File: config.mk
export PLATFORM = sky130hd
export DESIGN_NAME = crpc_top
export DESIGN_NICKNAME = d
export VERILOG_FILES = /design/src/hdl/crpc_pkg.sv /design/src/hdl/crpc_top.sv
export SDC_FILE = /design/constraint.sdc
export NUM_CORES = 1
export LEC_CHECK = 0
export ABC_AREA = 1
export BUFFER_PORTS_ARGS = -buffer_cell sky130_fd_sc_hd__buf_2
export CAP_MARGIN = 0
export CORE_ASPECT_RATIO = 1.5
export CORE_UTILIZATION = 53
export DETAILED_ROUTE_END_ITERATION = 12
export GPL_TIMING_DRIVEN = 0
export PLACE_DENSITY = 0.79
export RECOVER_POWER = 50
export SLEW_MARGIN = 20
export SYNTH_ARGS = -nofsm -noshare
export SYNTH_HDL_FRONTEND = slang
export SYNTH_SLANG_ARGS = --single-unit
File: constraint.sdc
create_clock -name clk_in -period 2.4 [get_ports clk_in]
set_clock_uncertainty 0.1 [all_clocks]
set_input_delay 0.6 -clock clk_in [delete_from_list [all_inputs] [get_ports clk_in]]
set_output_delay 0.6 -clock clk_in [all_outputs]
set_load 0.05 [all_outputs]
File: src/hdl/crpc_pkg.sv
package crpc_pkg;
  // ----------------------------------------------------------------
  // Clock sources
  // ----------------------------------------------------------------
  typedef enum logic [1:0] {
    CRPC_SRC_FAST_RC,
    CRPC_SRC_MAIN,
    CRPC_SRC_SUB,
    CRPC_SRC_SLOW_RC
  } crpc_src_t;

  // ----------------------------------------------------------------
  // Register map
  // ----------------------------------------------------------------
  localparam logic [3:0] CRPC_ADDR_CTRL = 4'h0;
  localparam logic [3:0] CRPC_ADDR_FREQ = 4'h1;
  localparam logic [3:0] CRPC_ADDR_STAT = 4'h2;
  localparam logic [3:0] CRPC_ADDR_CAUSE = 4'h3;
  localparam logic [3:0] CRPC_ADDR_SWRST = 4'h4;

  // Control register fields
  localparam int CRPC_CTRL_SEL_LO = 0;
  localparam int CRPC_CTRL_MAIN_STOP = 2;
  localparam int CRPC_CTRL_FAST_STOP = 3;
  localparam int CRPC_CTRL_SUB_STOP = 4;
  localparam int CRPC_CTRL_SLOW_WDT = 5;
  localparam int CRPC_CTRL_SLOW_RTC = 6;
  localparam int CRPC_CTRL_SLOW_ITV = 7;
  localparam logic [7:0] CRPC_CTRL_RESET = 8'h00;

  // Fast RC frequency code, 0 means follow option byte
  localparam logic [2:0] CRPC_FREQ_MAX = 3'h5;
  localparam logic [7:0] CRPC_SWRST_KEY = 8'ha5;

  // Reset cause bit order
  localparam int CRPC_NCAUSE = 7;
  localparam int CRPC_C_PIN = 0;
  localparam int CRPC_C_WDT = 1;
  localparam int CRPC_C_POR = 2;
  localparam int CRPC_C_SLD = 3;
  localparam int CRPC_C_PAR = 4;
  localparam int CRPC_C_ILL = 5;
  localparam int CRPC_C_SW = 6;

  // Main crystal settling time
  localparam int CRPC_CLK_MHZ = 100;
  localparam int CRPC_XTAL_SETTLE_US = 100;
  localparam int CRPC_XTAL_SETTLE_CYC = CRPC_XTAL_SETTLE_US * CRPC_CLK_MHZ;
  localparam int CRPC_RESET_STRETCH = 2;
  localparam logic [15:0] CRPC_BOOT_VEC_ADDR = 16'h0000;

  typedef struct packed {
    logic run_fast;
    logic run_main;
    logic run_sub;
    logic cpu_gate;
  } crpc_clk_ctl_t;
endpackage : crpc_pkg

File: src/hdl/crpc_top.sv
`timescale 1ns/100ps
// Behaviour
// After internal reset, the CPU clock source is the fast internal RC oscillator.
// Fast RC oscillator stops on deep sleep or its stop bit.
// Fast RC frequency follows option byte until software writes a selection, max 64 MHz.
// Main crystal oscillator stops on deep sleep or main stop bit.
// External main clock is blocked on deep sleep or main stop bit.
// Sub crystal oscillator stops whenever the sub stop bit is set.
// External sub clock is blocked whenever the sub stop bit is set.
// Slow RC selectable as CPU clock and for watchdog, RTC, interval timer.
// Sleep instruction gates only the CPU clock.
// Oscillators running before sleep keep running in sleep.
// Deep sleep stops main crystal and fast RC, halting the system.
// An interrupt request ends deep sleep and restarts operation.
// Leaving deep sleep on main crystal waits the settling time first.
// Both low-power modes keep registers, flags, memory and port latches.
// Seven reset causes merge into one internal reset.
// Asserting the external reset pin resets the whole system.
// RAM parity error triggers internal reset.
// Illegal memory access triggers internal reset.
// Watchdog runaway detection triggers internal reset.
// Power-down detect asserts reset; release only after power-up level reached.
// Supply detector gives reset or interrupt per option byte, active in deep sleep.
// All resets act alike; boot fetches the vector at address zero.
// External reset pin is active low, tied high when unused.
// Internal reset asserts asynchronously, releases synchronously.
// CPU clock switch changes over only while old and new clocks are low.
module crpc_top (
  input wire logic clk_in,
  input wire logic rst_in,
  input wire logic ext_reset_n_pin_in,
  input wire logic wdt_runaway_in,
  input wire logic below_power_down_in,
  input wire logic above_power_up_in,
  input wire logic supply_low_in,
  input wire logic opt_supply_reset_in,
  input wire logic ram_parity_err_in,
  input wire logic illegal_access_in,
  input wire logic [2:0] opt_fast_freq_in,
  input wire logic sleep_req_in,
  input wire logic deep_sleep_req_in,
  input wire logic irq_pending_in,
  input wire logic fast_rc_clk_in,
  input wire logic main_xtal_in,
  input wire logic main_xtal_out_or_ext_clk_in,
  input wire logic main_ext_mode_in,
  input wire logic sub_xtal_in,
  input wire logic sub_xtal_out_or_ext_clk_in,
  input wire logic sub_ext_mode_in,
  input wire logic slow_rc_clk_in,
  input wire logic [3:0] addr_in,
  input wire logic [7:0] wdata_in,
  input wire logic wr_in,
  input wire logic rd_in,
  output logic [7:0] rdata_out,
  output logic sys_reset_out,
  output logic [15:0] boot_vec_addr_out,
  output logic cpu_clk_en_out,
  output logic cpu_clk_out,
  output logic [1:0] cpu_src_out,
  output logic fast_rc_en_out,
  output logic [2:0] fast_rc_freq_out,
  output logic main_xtal_en_out,
  output logic main_clk_out,
  output logic sub_xtal_en_out,
  output logic sub_clk_out,
  output logic wdt_clk_out,
  output logic rtc_clk_out,
  output logic itv_clk_out,
  output logic supply_irq_out,
  output logic sleeping_out,
  output logic deep_sleeping_out
);
  // ----------------------------------------------------------------
  // Reset merge
  // ----------------------------------------------------------------
  logic [6:0] cause_now;
  logic [6:0] cause;
  logic sw_reset_req;
  logic por_hold;
  logic raw_reset;
  logic [1:0] rst_sync;
  logic int_rst;

  // power window
  always_ff @(posedge clk_in or posedge rst_in) begin
    if (rst_in) begin
      por_hold <= 1'b1;
    end else if (below_power_down_in) begin
      por_hold <= 1'b1;
    end else if (above_power_up_in) begin
      por_hold <= 1'b0;
    end
  end

  always_comb begin
    cause_now = '0;
    // pin reset, R23 active low
    cause_now[crpc_pkg::CRPC_C_PIN] = ~ext_reset_n_pin_in;
    // watchdog cause
    cause_now[crpc_pkg::CRPC_C_WDT] = wdt_runaway_in;
    cause_now[crpc_pkg::CRPC_C_POR] = por_hold | below_power_down_in;
    // detector as reset
    cause_now[crpc_pkg::CRPC_C_SLD] = supply_low_in & opt_supply_reset_in;
    // parity cause
    cause_now[crpc_pkg::CRPC_C_PAR] = ram_parity_err_in;
    // illegal access cause
    cause_now[crpc_pkg::CRPC_C_ILL] = illegal_access_in;
    cause_now[crpc_pkg::CRPC_C_SW] = sw_reset_req;
  end

  // seven causes merged
  assign raw_reset = rst_in | (|cause_now);

  // async assert, sync release
  always_ff @(posedge clk_in or posedge raw_reset) begin
    if (raw_reset) begin
      rst_sync <= 2'b11;
    end else begin
      rst_sync <= {rst_sync[0], 1'b0};
    end
  end
  assign int_rst = rst_sync[1];

  // Cause log survives internal reset; rst_in clears it, a CAUSE write clears the bits written as ones
  always_ff @(posedge clk_in or posedge rst_in) begin
    if (rst_in) begin
      cause <= '0;
    end else if (wr_in && addr_in == crpc_pkg::CRPC_ADDR_CAUSE) begin
      cause <= (cause & ~wdata_in[6:0]) | cause_now;
    end else begin
      cause <= cause | cause_now;
    end
  end

  // ----------------------------------------------------------------
  // Registers
  // ----------------------------------------------------------------
  logic [7:0] ctrl;
  logic [2:0] freq_sel;
  logic freq_written;

  // ctrl only reset, never cleared by low-power modes
  always_ff @(posedge clk_in or posedge int_rst) begin
    if (int_rst) begin
      ctrl <= crpc_pkg::CRPC_CTRL_RESET;
    end else if (wr_in && addr_in == crpc_pkg::CRPC_ADDR_CTRL) begin
      ctrl <= wdata_in;
    end
  end

  // option byte then register
  always_ff @(posedge clk_in or posedge int_rst) begin
    if (int_rst) begin
      freq_sel <= '0;
      freq_written <= 1'b0;
    end else if (wr_in && addr_in == crpc_pkg::CRPC_ADDR_FREQ) begin
      freq_written <= wdata_in[2:0] != '0;
      freq_sel <= (wdata_in[2:0] > crpc_pkg::CRPC_FREQ_MAX) ?
                  crpc_pkg::CRPC_FREQ_MAX : wdata_in[2:0];
    end
  end

  // Software reset needs a key so stray writes do no harm
  // Cleared by rst_in only, so the request stands one cycle and is logged
  always_ff @(posedge clk_in or posedge rst_in) begin
    if (rst_in) begin
      sw_reset_req <= 1'b0;
    end else begin
      sw_reset_req <= wr_in && addr_in == crpc_pkg::CRPC_ADDR_SWRST &&
                      wdata_in == crpc_pkg::CRPC_SWRST_KEY;
    end
  end

  // ----------------------------------------------------------------
  // Power modes
  // ----------------------------------------------------------------
  typedef enum logic [1:0] {
    CRPC_RUN,
    CRPC_SLEEP,
    CRPC_DEEP,
    CRPC_SETTLE
  } crpc_mode_t;
  crpc_mode_t mode;
  logic [13:0] settle_cnt;
  logic [1:0] sel;
  assign sel = ctrl[crpc_pkg::CRPC_CTRL_SEL_LO +: 2];

  always_ff @(posedge clk_in or posedge int_rst) begin
    if (int_rst) begin
      mode <= CRPC_RUN;
      settle_cnt <= '0;
    end else begin
      case (mode)
        CRPC_RUN: begin
          if (deep_sleep_req_in) begin
            mode <= CRPC_DEEP;
          end else if (sleep_req_in) begin
            mode <= CRPC_SLEEP;
          end
        end
        CRPC_SLEEP: begin
          if (irq_pending_in) begin
            mode <= CRPC_RUN;
          end
        end
        CRPC_DEEP: begin
          // interrupt wakes
          if (irq_pending_in) begin
            // crystal settling
            if (sel == 2'(crpc_pkg::CRPC_SRC_MAIN) && !main_ext_mode_in) begin
              mode <= CRPC_SETTLE;
              settle_cnt <= 14'(crpc_pkg::CRPC_XTAL_SETTLE_CYC - 1);
            end else begin
              mode <= CRPC_RUN;
            end
          end
        end
        CRPC_SETTLE: begin
          if (settle_cnt == '0) begin
            mode <= CRPC_RUN;
          end else begin
            settle_cnt <= settle_cnt - 14'h0001;
          end
        end
        default: mode <= CRPC_RUN;
      endcase
    end
  end

  // ----------------------------------------------------------------
  // Oscillator enables
  // ----------------------------------------------------------------
  crpc_pkg::crpc_clk_ctl_t cc;
  always_comb begin
    // fast RC stop
    cc.run_fast = !ctrl[crpc_pkg::CRPC_CTRL_FAST_STOP] && mode != CRPC_DEEP;
    // main stop, R10 sleep keeps it
    cc.run_main = !ctrl[crpc_pkg::CRPC_CTRL_MAIN_STOP] && mode != CRPC_DEEP;
    // sub stop only by bit
    cc.run_sub = !ctrl[crpc_pkg::CRPC_CTRL_SUB_STOP];
    // only CPU gated
    cc.cpu_gate = mode == CRPC_RUN;
  end

  logic main_src;
  logic sub_src;
  logic new_clk;
  assign main_src = main_ext_mode_in ? main_xtal_out_or_ext_clk_in : main_xtal_in;
  assign sub_src = sub_ext_mode_in ? sub_xtal_out_or_ext_clk_in : sub_xtal_in;

  always_comb begin
    case (sel)
      2'(crpc_pkg::CRPC_SRC_MAIN): new_clk = main_src & cc.run_main;
      2'(crpc_pkg::CRPC_SRC_SUB): new_clk = sub_src & cc.run_sub;
      // slow RC as CPU clock
      2'(crpc_pkg::CRPC_SRC_SLOW_RC): new_clk = slow_rc_clk_in;
      default: new_clk = fast_rc_clk_in & cc.run_fast;
    endcase
  end

  // glitch-free changeover
  logic [1:0] cur_src;
  logic cur_clk;
  always_comb begin
    case (cur_src)
      2'(crpc_pkg::CRPC_SRC_MAIN): cur_clk = main_src & cc.run_main;
      2'(crpc_pkg::CRPC_SRC_SUB): cur_clk = sub_src & cc.run_sub;
      2'(crpc_pkg::CRPC_SRC_SLOW_RC): cur_clk = slow_rc_clk_in;
      default: cur_clk = fast_rc_clk_in & cc.run_fast;
    endcase
  end

  // fast RC after reset
  always_ff @(posedge clk_in or posedge int_rst) begin
    if (int_rst) begin
      cur_src <= 2'(crpc_pkg::CRPC_SRC_FAST_RC);
    end else if (sel != cur_src && !cur_clk && !new_clk) begin
      cur_src <= sel;
    end
  end

  // ----------------------------------------------------------------
  // Registered outputs
  // ----------------------------------------------------------------
  always_ff @(posedge clk_in or posedge int_rst) begin
    if (int_rst) begin
      cpu_clk_en_out <= 1'b0;
      cpu_clk_out <= 1'b0;
      cpu_src_out <= 2'(crpc_pkg::CRPC_SRC_FAST_RC);
      fast_rc_en_out <= 1'b1;
      fast_rc_freq_out <= '0;
      main_xtal_en_out <= 1'b1;
      main_clk_out <= 1'b0;
      sub_xtal_en_out <= 1'b1;
      sub_clk_out <= 1'b0;
      wdt_clk_out <= 1'b0;
      rtc_clk_out <= 1'b0;
      itv_clk_out <= 1'b0;
      sleeping_out <= 1'b0;
      deep_sleeping_out <= 1'b0;
      supply_irq_out <= 1'b0;
    end else begin
      cpu_clk_en_out <= cc.cpu_gate;
      cpu_clk_out <= cur_clk & cc.cpu_gate;
      cpu_src_out <= cur_src;
      fast_rc_en_out <= cc.run_fast;
      fast_rc_freq_out <= freq_written ? freq_sel : opt_fast_freq_in;
      main_xtal_en_out <= cc.run_main;
      main_clk_out <= main_src & cc.run_main;
      sub_xtal_en_out <= cc.run_sub;
      sub_clk_out <= sub_src & cc.run_sub;
      // peripheral slow clocks
      wdt_clk_out <= ctrl[crpc_pkg::CRPC_CTRL_SLOW_WDT] ? slow_rc_clk_in : sub_src & cc.run_sub;
      rtc_clk_out <= ctrl[crpc_pkg::CRPC_CTRL_SLOW_RTC] ? slow_rc_clk_in : sub_src & cc.run_sub;
      itv_clk_out <= ctrl[crpc_pkg::CRPC_CTRL_SLOW_ITV] ? slow_rc_clk_in : sub_src & cc.run_sub;
      sleeping_out <= mode == CRPC_SLEEP;
      deep_sleeping_out <= mode == CRPC_DEEP || mode == CRPC_SETTLE;
      // detector as interrupt, live in deep sleep
      supply_irq_out <= supply_low_in & !opt_supply_reset_in;
    end
  end

  // reset vector at zero
  always_ff @(posedge clk_in or posedge raw_reset) begin
    if (raw_reset) begin
      sys_reset_out <= 1'b1;
      boot_vec_addr_out <= crpc_pkg::CRPC_BOOT_VEC_ADDR;
    end else begin
      sys_reset_out <= int_rst;
      boot_vec_addr_out <= crpc_pkg::CRPC_BOOT_VEC_ADDR;
    end
  end

  // Read data one cycle after strobe
  always_ff @(posedge clk_in or posedge int_rst) begin
    if (int_rst) begin
      rdata_out <= '0;
    end else if (rd_in) begin
      case (addr_in)
        crpc_pkg::CRPC_ADDR_CTRL: rdata_out <= ctrl;
        crpc_pkg::CRPC_ADDR_FREQ: rdata_out <= {5'h00, fast_rc_freq_out};
        crpc_pkg::CRPC_ADDR_STAT: rdata_out <= {4'h0, mode == CRPC_SETTLE, cur_src == sel, cur_src};
        crpc_pkg::CRPC_ADDR_CAUSE: rdata_out <= {1'b0, cause};
        default: rdata_out <= '0;
      endcase
    end else begin
      rdata_out <= '0;
    end
  end

  // ----------------------------------------------------------------
  // Checks
  // ----------------------------------------------------------------
  fast_stop_deep_a: assert property (@(posedge clk_in) disable iff (int_rst)
    mode == CRPC_DEEP |=> !fast_rc_en_out && !main_xtal_en_out)
    else $error("oscillators run in deep sleep");
  sub_stop_bit_a: assert property (@(posedge clk_in) disable iff (int_rst)
    ctrl[crpc_pkg::CRPC_CTRL_SUB_STOP] |=> !sub_xtal_en_out && !sub_clk_out)
    else $error("sub oscillator not stopped");
  sleep_keeps_a: assert property (@(posedge clk_in) disable iff (int_rst)
    mode == CRPC_SLEEP && !ctrl[crpc_pkg::CRPC_CTRL_FAST_STOP] |=> fast_rc_en_out)
    else $error("fast rc stopped in sleep");
  sleep_gates_a: assert property (@(posedge clk_in) disable iff (int_rst)
    mode == CRPC_RUN && sleep_req_in && !deep_sleep_req_in ##1 1'b1 |=> !cpu_clk_en_out)
    else $error("cpu clock not gated in sleep");
  deep_wake_a: assert property (@(posedge clk_in) disable iff (int_rst)
    mode == CRPC_DEEP && irq_pending_in |=> mode != CRPC_DEEP)
    else $error("deep sleep not left on interrupt");
  settle_wait_a: assert property (@(posedge clk_in) disable iff (int_rst)
    mode == CRPC_SETTLE |=> !cpu_clk_en_out)
    else $error("cpu ran during settling");
  parity_reset_a: assert property (@(posedge clk_in)
    ram_parity_err_in |=> sys_reset_out)
    else $error("parity error gave no reset");
  switch_low_a: assert property (@(posedge clk_in) disable iff (int_rst)
    cur_src != $past(cur_src) |-> !$past(cur_clk) && !$past(new_clk))
    else $error("clock switched while high");
endmodule : crpc_top

==> impl_metrics.yaml <==
status:
  outcome: "completed"
logic_synthesis:
  ys.flop_type: "dfrtp_1"
  ys_types: 35
  synth_edf_count: 0
  async_flop_share_pct: 100
  avgSynthCellArea_um2: 8.40
  ys_ff_latch: 68
  syn_area_um2: 3310
  yosysSeqAreaShare_pct: 51.7
  ys_warn_count: 0
  netlist_instances: 394
clock_network:
  cts.path.max_buffers: 2
  cts.htree.levels: 3
  cts_root_buf: "clkbuf_8"
  clk_pin_slew_worst_paths_ns: 0.07
  clock_sinks: 68
  post-cts-setup-buffer-count: 0
  cts_tree: "built"
  cts_buffers: 9
  ctsHoldBuffers: 0
  ctsResizeCount: 0
  clock_latency_ns: 0.34
placement:
  port_buffers: 64
  dp_hpwl_um: 5550
  dp.cells: 546
  place_congestion: 0.873
sta:
  tns_ns: 0
  fmax_mhz: 518
  slew_viol_final: 0
  fin_crit_ns: 1.93
  setup_viol: 0
  finalHoldViolCount: 0
  fin_crit_sh_pct: 80.4
  whs_ns: 0.120
  rsz0062_at_grt: "false"
  slew_headroom_pct: 23.3
  worst_pin_slew_ns: 1.15
global_route:
  grt_max_degree: 57
  grt_overflow_total: 0
  grt_pass1_vias: 2860
  grt_pass1_wl_um: 12200
  antenna_found_initial: 0
  track_usage_pct: 24.8
worst_setup_path:
  r2r-end: "settle_cnt[9]"
  start_kind: "register"
  r2r_slack_ns: 0.47
  cp.arrival_ns: 2.07
  crit_path_end_kind: "register"
  worstPathMaxFanout: 10
  cp.required_ns: 2.54
  r2r-start: "settle_cnt[0]"
  worstRegToRegCells: 10
  crit_type: "register to register"
final_layout:
  fin_nets: 524
  layout.cells.non_filler: 562
  fillers: 481
  fin_util_pct: 66.8
  layout-area-overhead-vs-synth_pct: 19.4
  n_antenna_cell: 0
  drive_gt1_share_pct: 26.7
route:
  wl_um: 7110
  drc: 0
  vias_per_cell: 5.04
  wire_per_inst_um: 12.6
  ant_nets: 0
  firstDrtPassIters: 4
  drt_iter0_markers: 122
  vias: 2834
die:
  pin_count: 81
  die-area_um2: 6570
  start_util_pct: 56.0
  core-area_um2: 5910
  fp.dieW_um: 66.5
  placementRows: 34
  die_h_um: 98.8
power_and_ir_drop:
  leakage_nw: 2.08
  p_per_area_nw_per_um2: 1010
  vdd_drop_max_mv: 0.541
min_path:
  min_path_type: "input pin to async pin"
job:
  timing.max_cap.violations: 0
-- flip-flops by register name, summed over array words and instances, names as in the netlist, 2 cells and up --
register          flops
settle_cnt           14
ctrl                  8
rdata_out             8
cause                 7
fast_rc_freq_out      3
freq_sel              3
cpu_src_out           2
cur_src               2
mode                  2
rst_sync              2
-- cells in the final DEF, fill, tap and decap left out, types with 2 or more instances in the layout --
cell type / Yosys / layout
a21oi_1: 12 / 12
buf_2: 4 / 67
buf_4: 16 / 16
clkbuf_1: 1 / 5
clkbuf_8: 0 / 11
clkinv_2: 0 / 2
conb_1: 1 / 17
dfrtp_1: 61 / 61
dfstp_2: 7 / 6
inv_1: 50 / 49
inv_2: 1 / 2
mux2_2: 2 / 2
nand2_1: 91 / 91
nand2_2: 4 / 4
nand2_4: 2 / 2
nand3_1: 24 / 24
nand4_1: 9 / 9
nor2_1: 40 / 40
nor2_2: 3 / 3
nor3_1: 6 / 6
o21ai_0: 28 / 28
o21ai_2: 10 / 10
o22ai_1: 3 / 3
or2_2: 2 / 2
xor2_1: 5 / 5
-- stage by stage --
stage	worst slack, ns	cell area (um^2)	power [mW]
after detailed placement	0.391	3780	3.16
after global placement	-0.0344	3780	3.12
after CTS	0.481	3960	4.00
after floorplan	0.581	3370	2.81
final	0.470	3950	3.98
after global routing	0.336	3950	4.23
-- cell usage after synthesis, types with 2 or more instances --
library cell	n	area share, %
mux2_2	2	0.68
dfstp_2	7	5.6
o21ai_2	10	2.6
nand3_1	24	3.6
nand4_1	9	1.7
buf_4	16	3.6
nand2_1	91	10
o21ai_0	28	4.2
nor2_2	3	0.57
or2_2	2	0.38
a21oi_1	12	1.8
nor2_1	40	4.5
xor2_1	5	1.3
buf_2	4	0.60
nand2_2	4	0.76
inv_1	50	5.7
nor3_1	6	0.91
o22ai_1	3	0.57
nand2_4	2	0.68
dfrtp_1	61	46
-- layer usage --
layer,vias up,wire length [um],GRT usage [%]
met4,0,250,14.7
met2,83,3890,44.0
met5,-,0,0
li1,1404,-,-
met1,1326,2640,25.9
met3,21,318,5.32
-- power by group --
| part | switching, mW | total, mW | internal [mW] |
|---|---|---|---|
| registers | 0.199 | 1.63 | 1.43 |
| clock network | 0.403 | 0.833 | 0.430 |
| logic | 1.07 | 1.51 | 0.447 |
-- logic make-up (layout without fill, tap and decap cells) --
kind of cell | count (synthesis) | in the layout | synth area share (%)
adder cells (fa/ha/maj) | 1 | 1 | 0.378
AND/OR/NAND/NOR | 185 | 185 | 24.4
other | 1 | 17 | 0.113
AO/OA/AOI/OAI | 57 | 57 | 10.2
flip-flops | 68 | 68 | 51.7
buffers and inverters | 75 | 155 | 11.2
XOR/XNOR | 5 | 5 | 1.32
multiplexers | 2 | 2 | 0.680
-- final cells by class --
| class | instances | area [um^2] | area share [%] |
|---|---|---|---|
| well taps | 72 | 90.1 | 2.28 |
| clock inverters | 2 | 10.0 | 0.253 |
| multi-input cells | 267 | 1290 | 32.6 |
| plain buffers | 23 | 169 | 4.27 |
| repair buffers | 64 | 320 | 8.10 |
| flip-flops and latches | 68 | 1710 | 43.3 |
| clock buffers | 14 | 163 | 4.12 |
| inverters | 52 | 200 | 5.06 |
-- worst max path at each step --
stage / from / endpoint / slack, ns / cells after the start
after floorplan: rst_sync[1] / cpu_clk_en_out / 0.58 / 1
after global placement: rst_sync[1] / cpu_src_out[1] / -0.03 / 1
after detailed placement: addr_in[3] / ctrl[6] / 0.39 / 7
after CTS: settle_cnt[0] / settle_cnt[9] / 0.48 / 10
after global routing: settle_cnt[0] / settle_cnt[9] / 0.34 / 10
final: settle_cnt[0] / settle_cnt[9] / 0.47 / 10
-- worst max-delay path, stage by stage (launching register included) --
cell	delay (ns)
dfrtp_1	0.38
inv_1	0.17
ha_1	0.33
nand2_2	0.14
nor2_4	0.14
nand2_2	0.10
nand2_4	0.09
nand2_4	0.08
buf_6	0.16
nand2_1	0.08
o21ai_2	0.05
(Power assumes the default switching activity.)
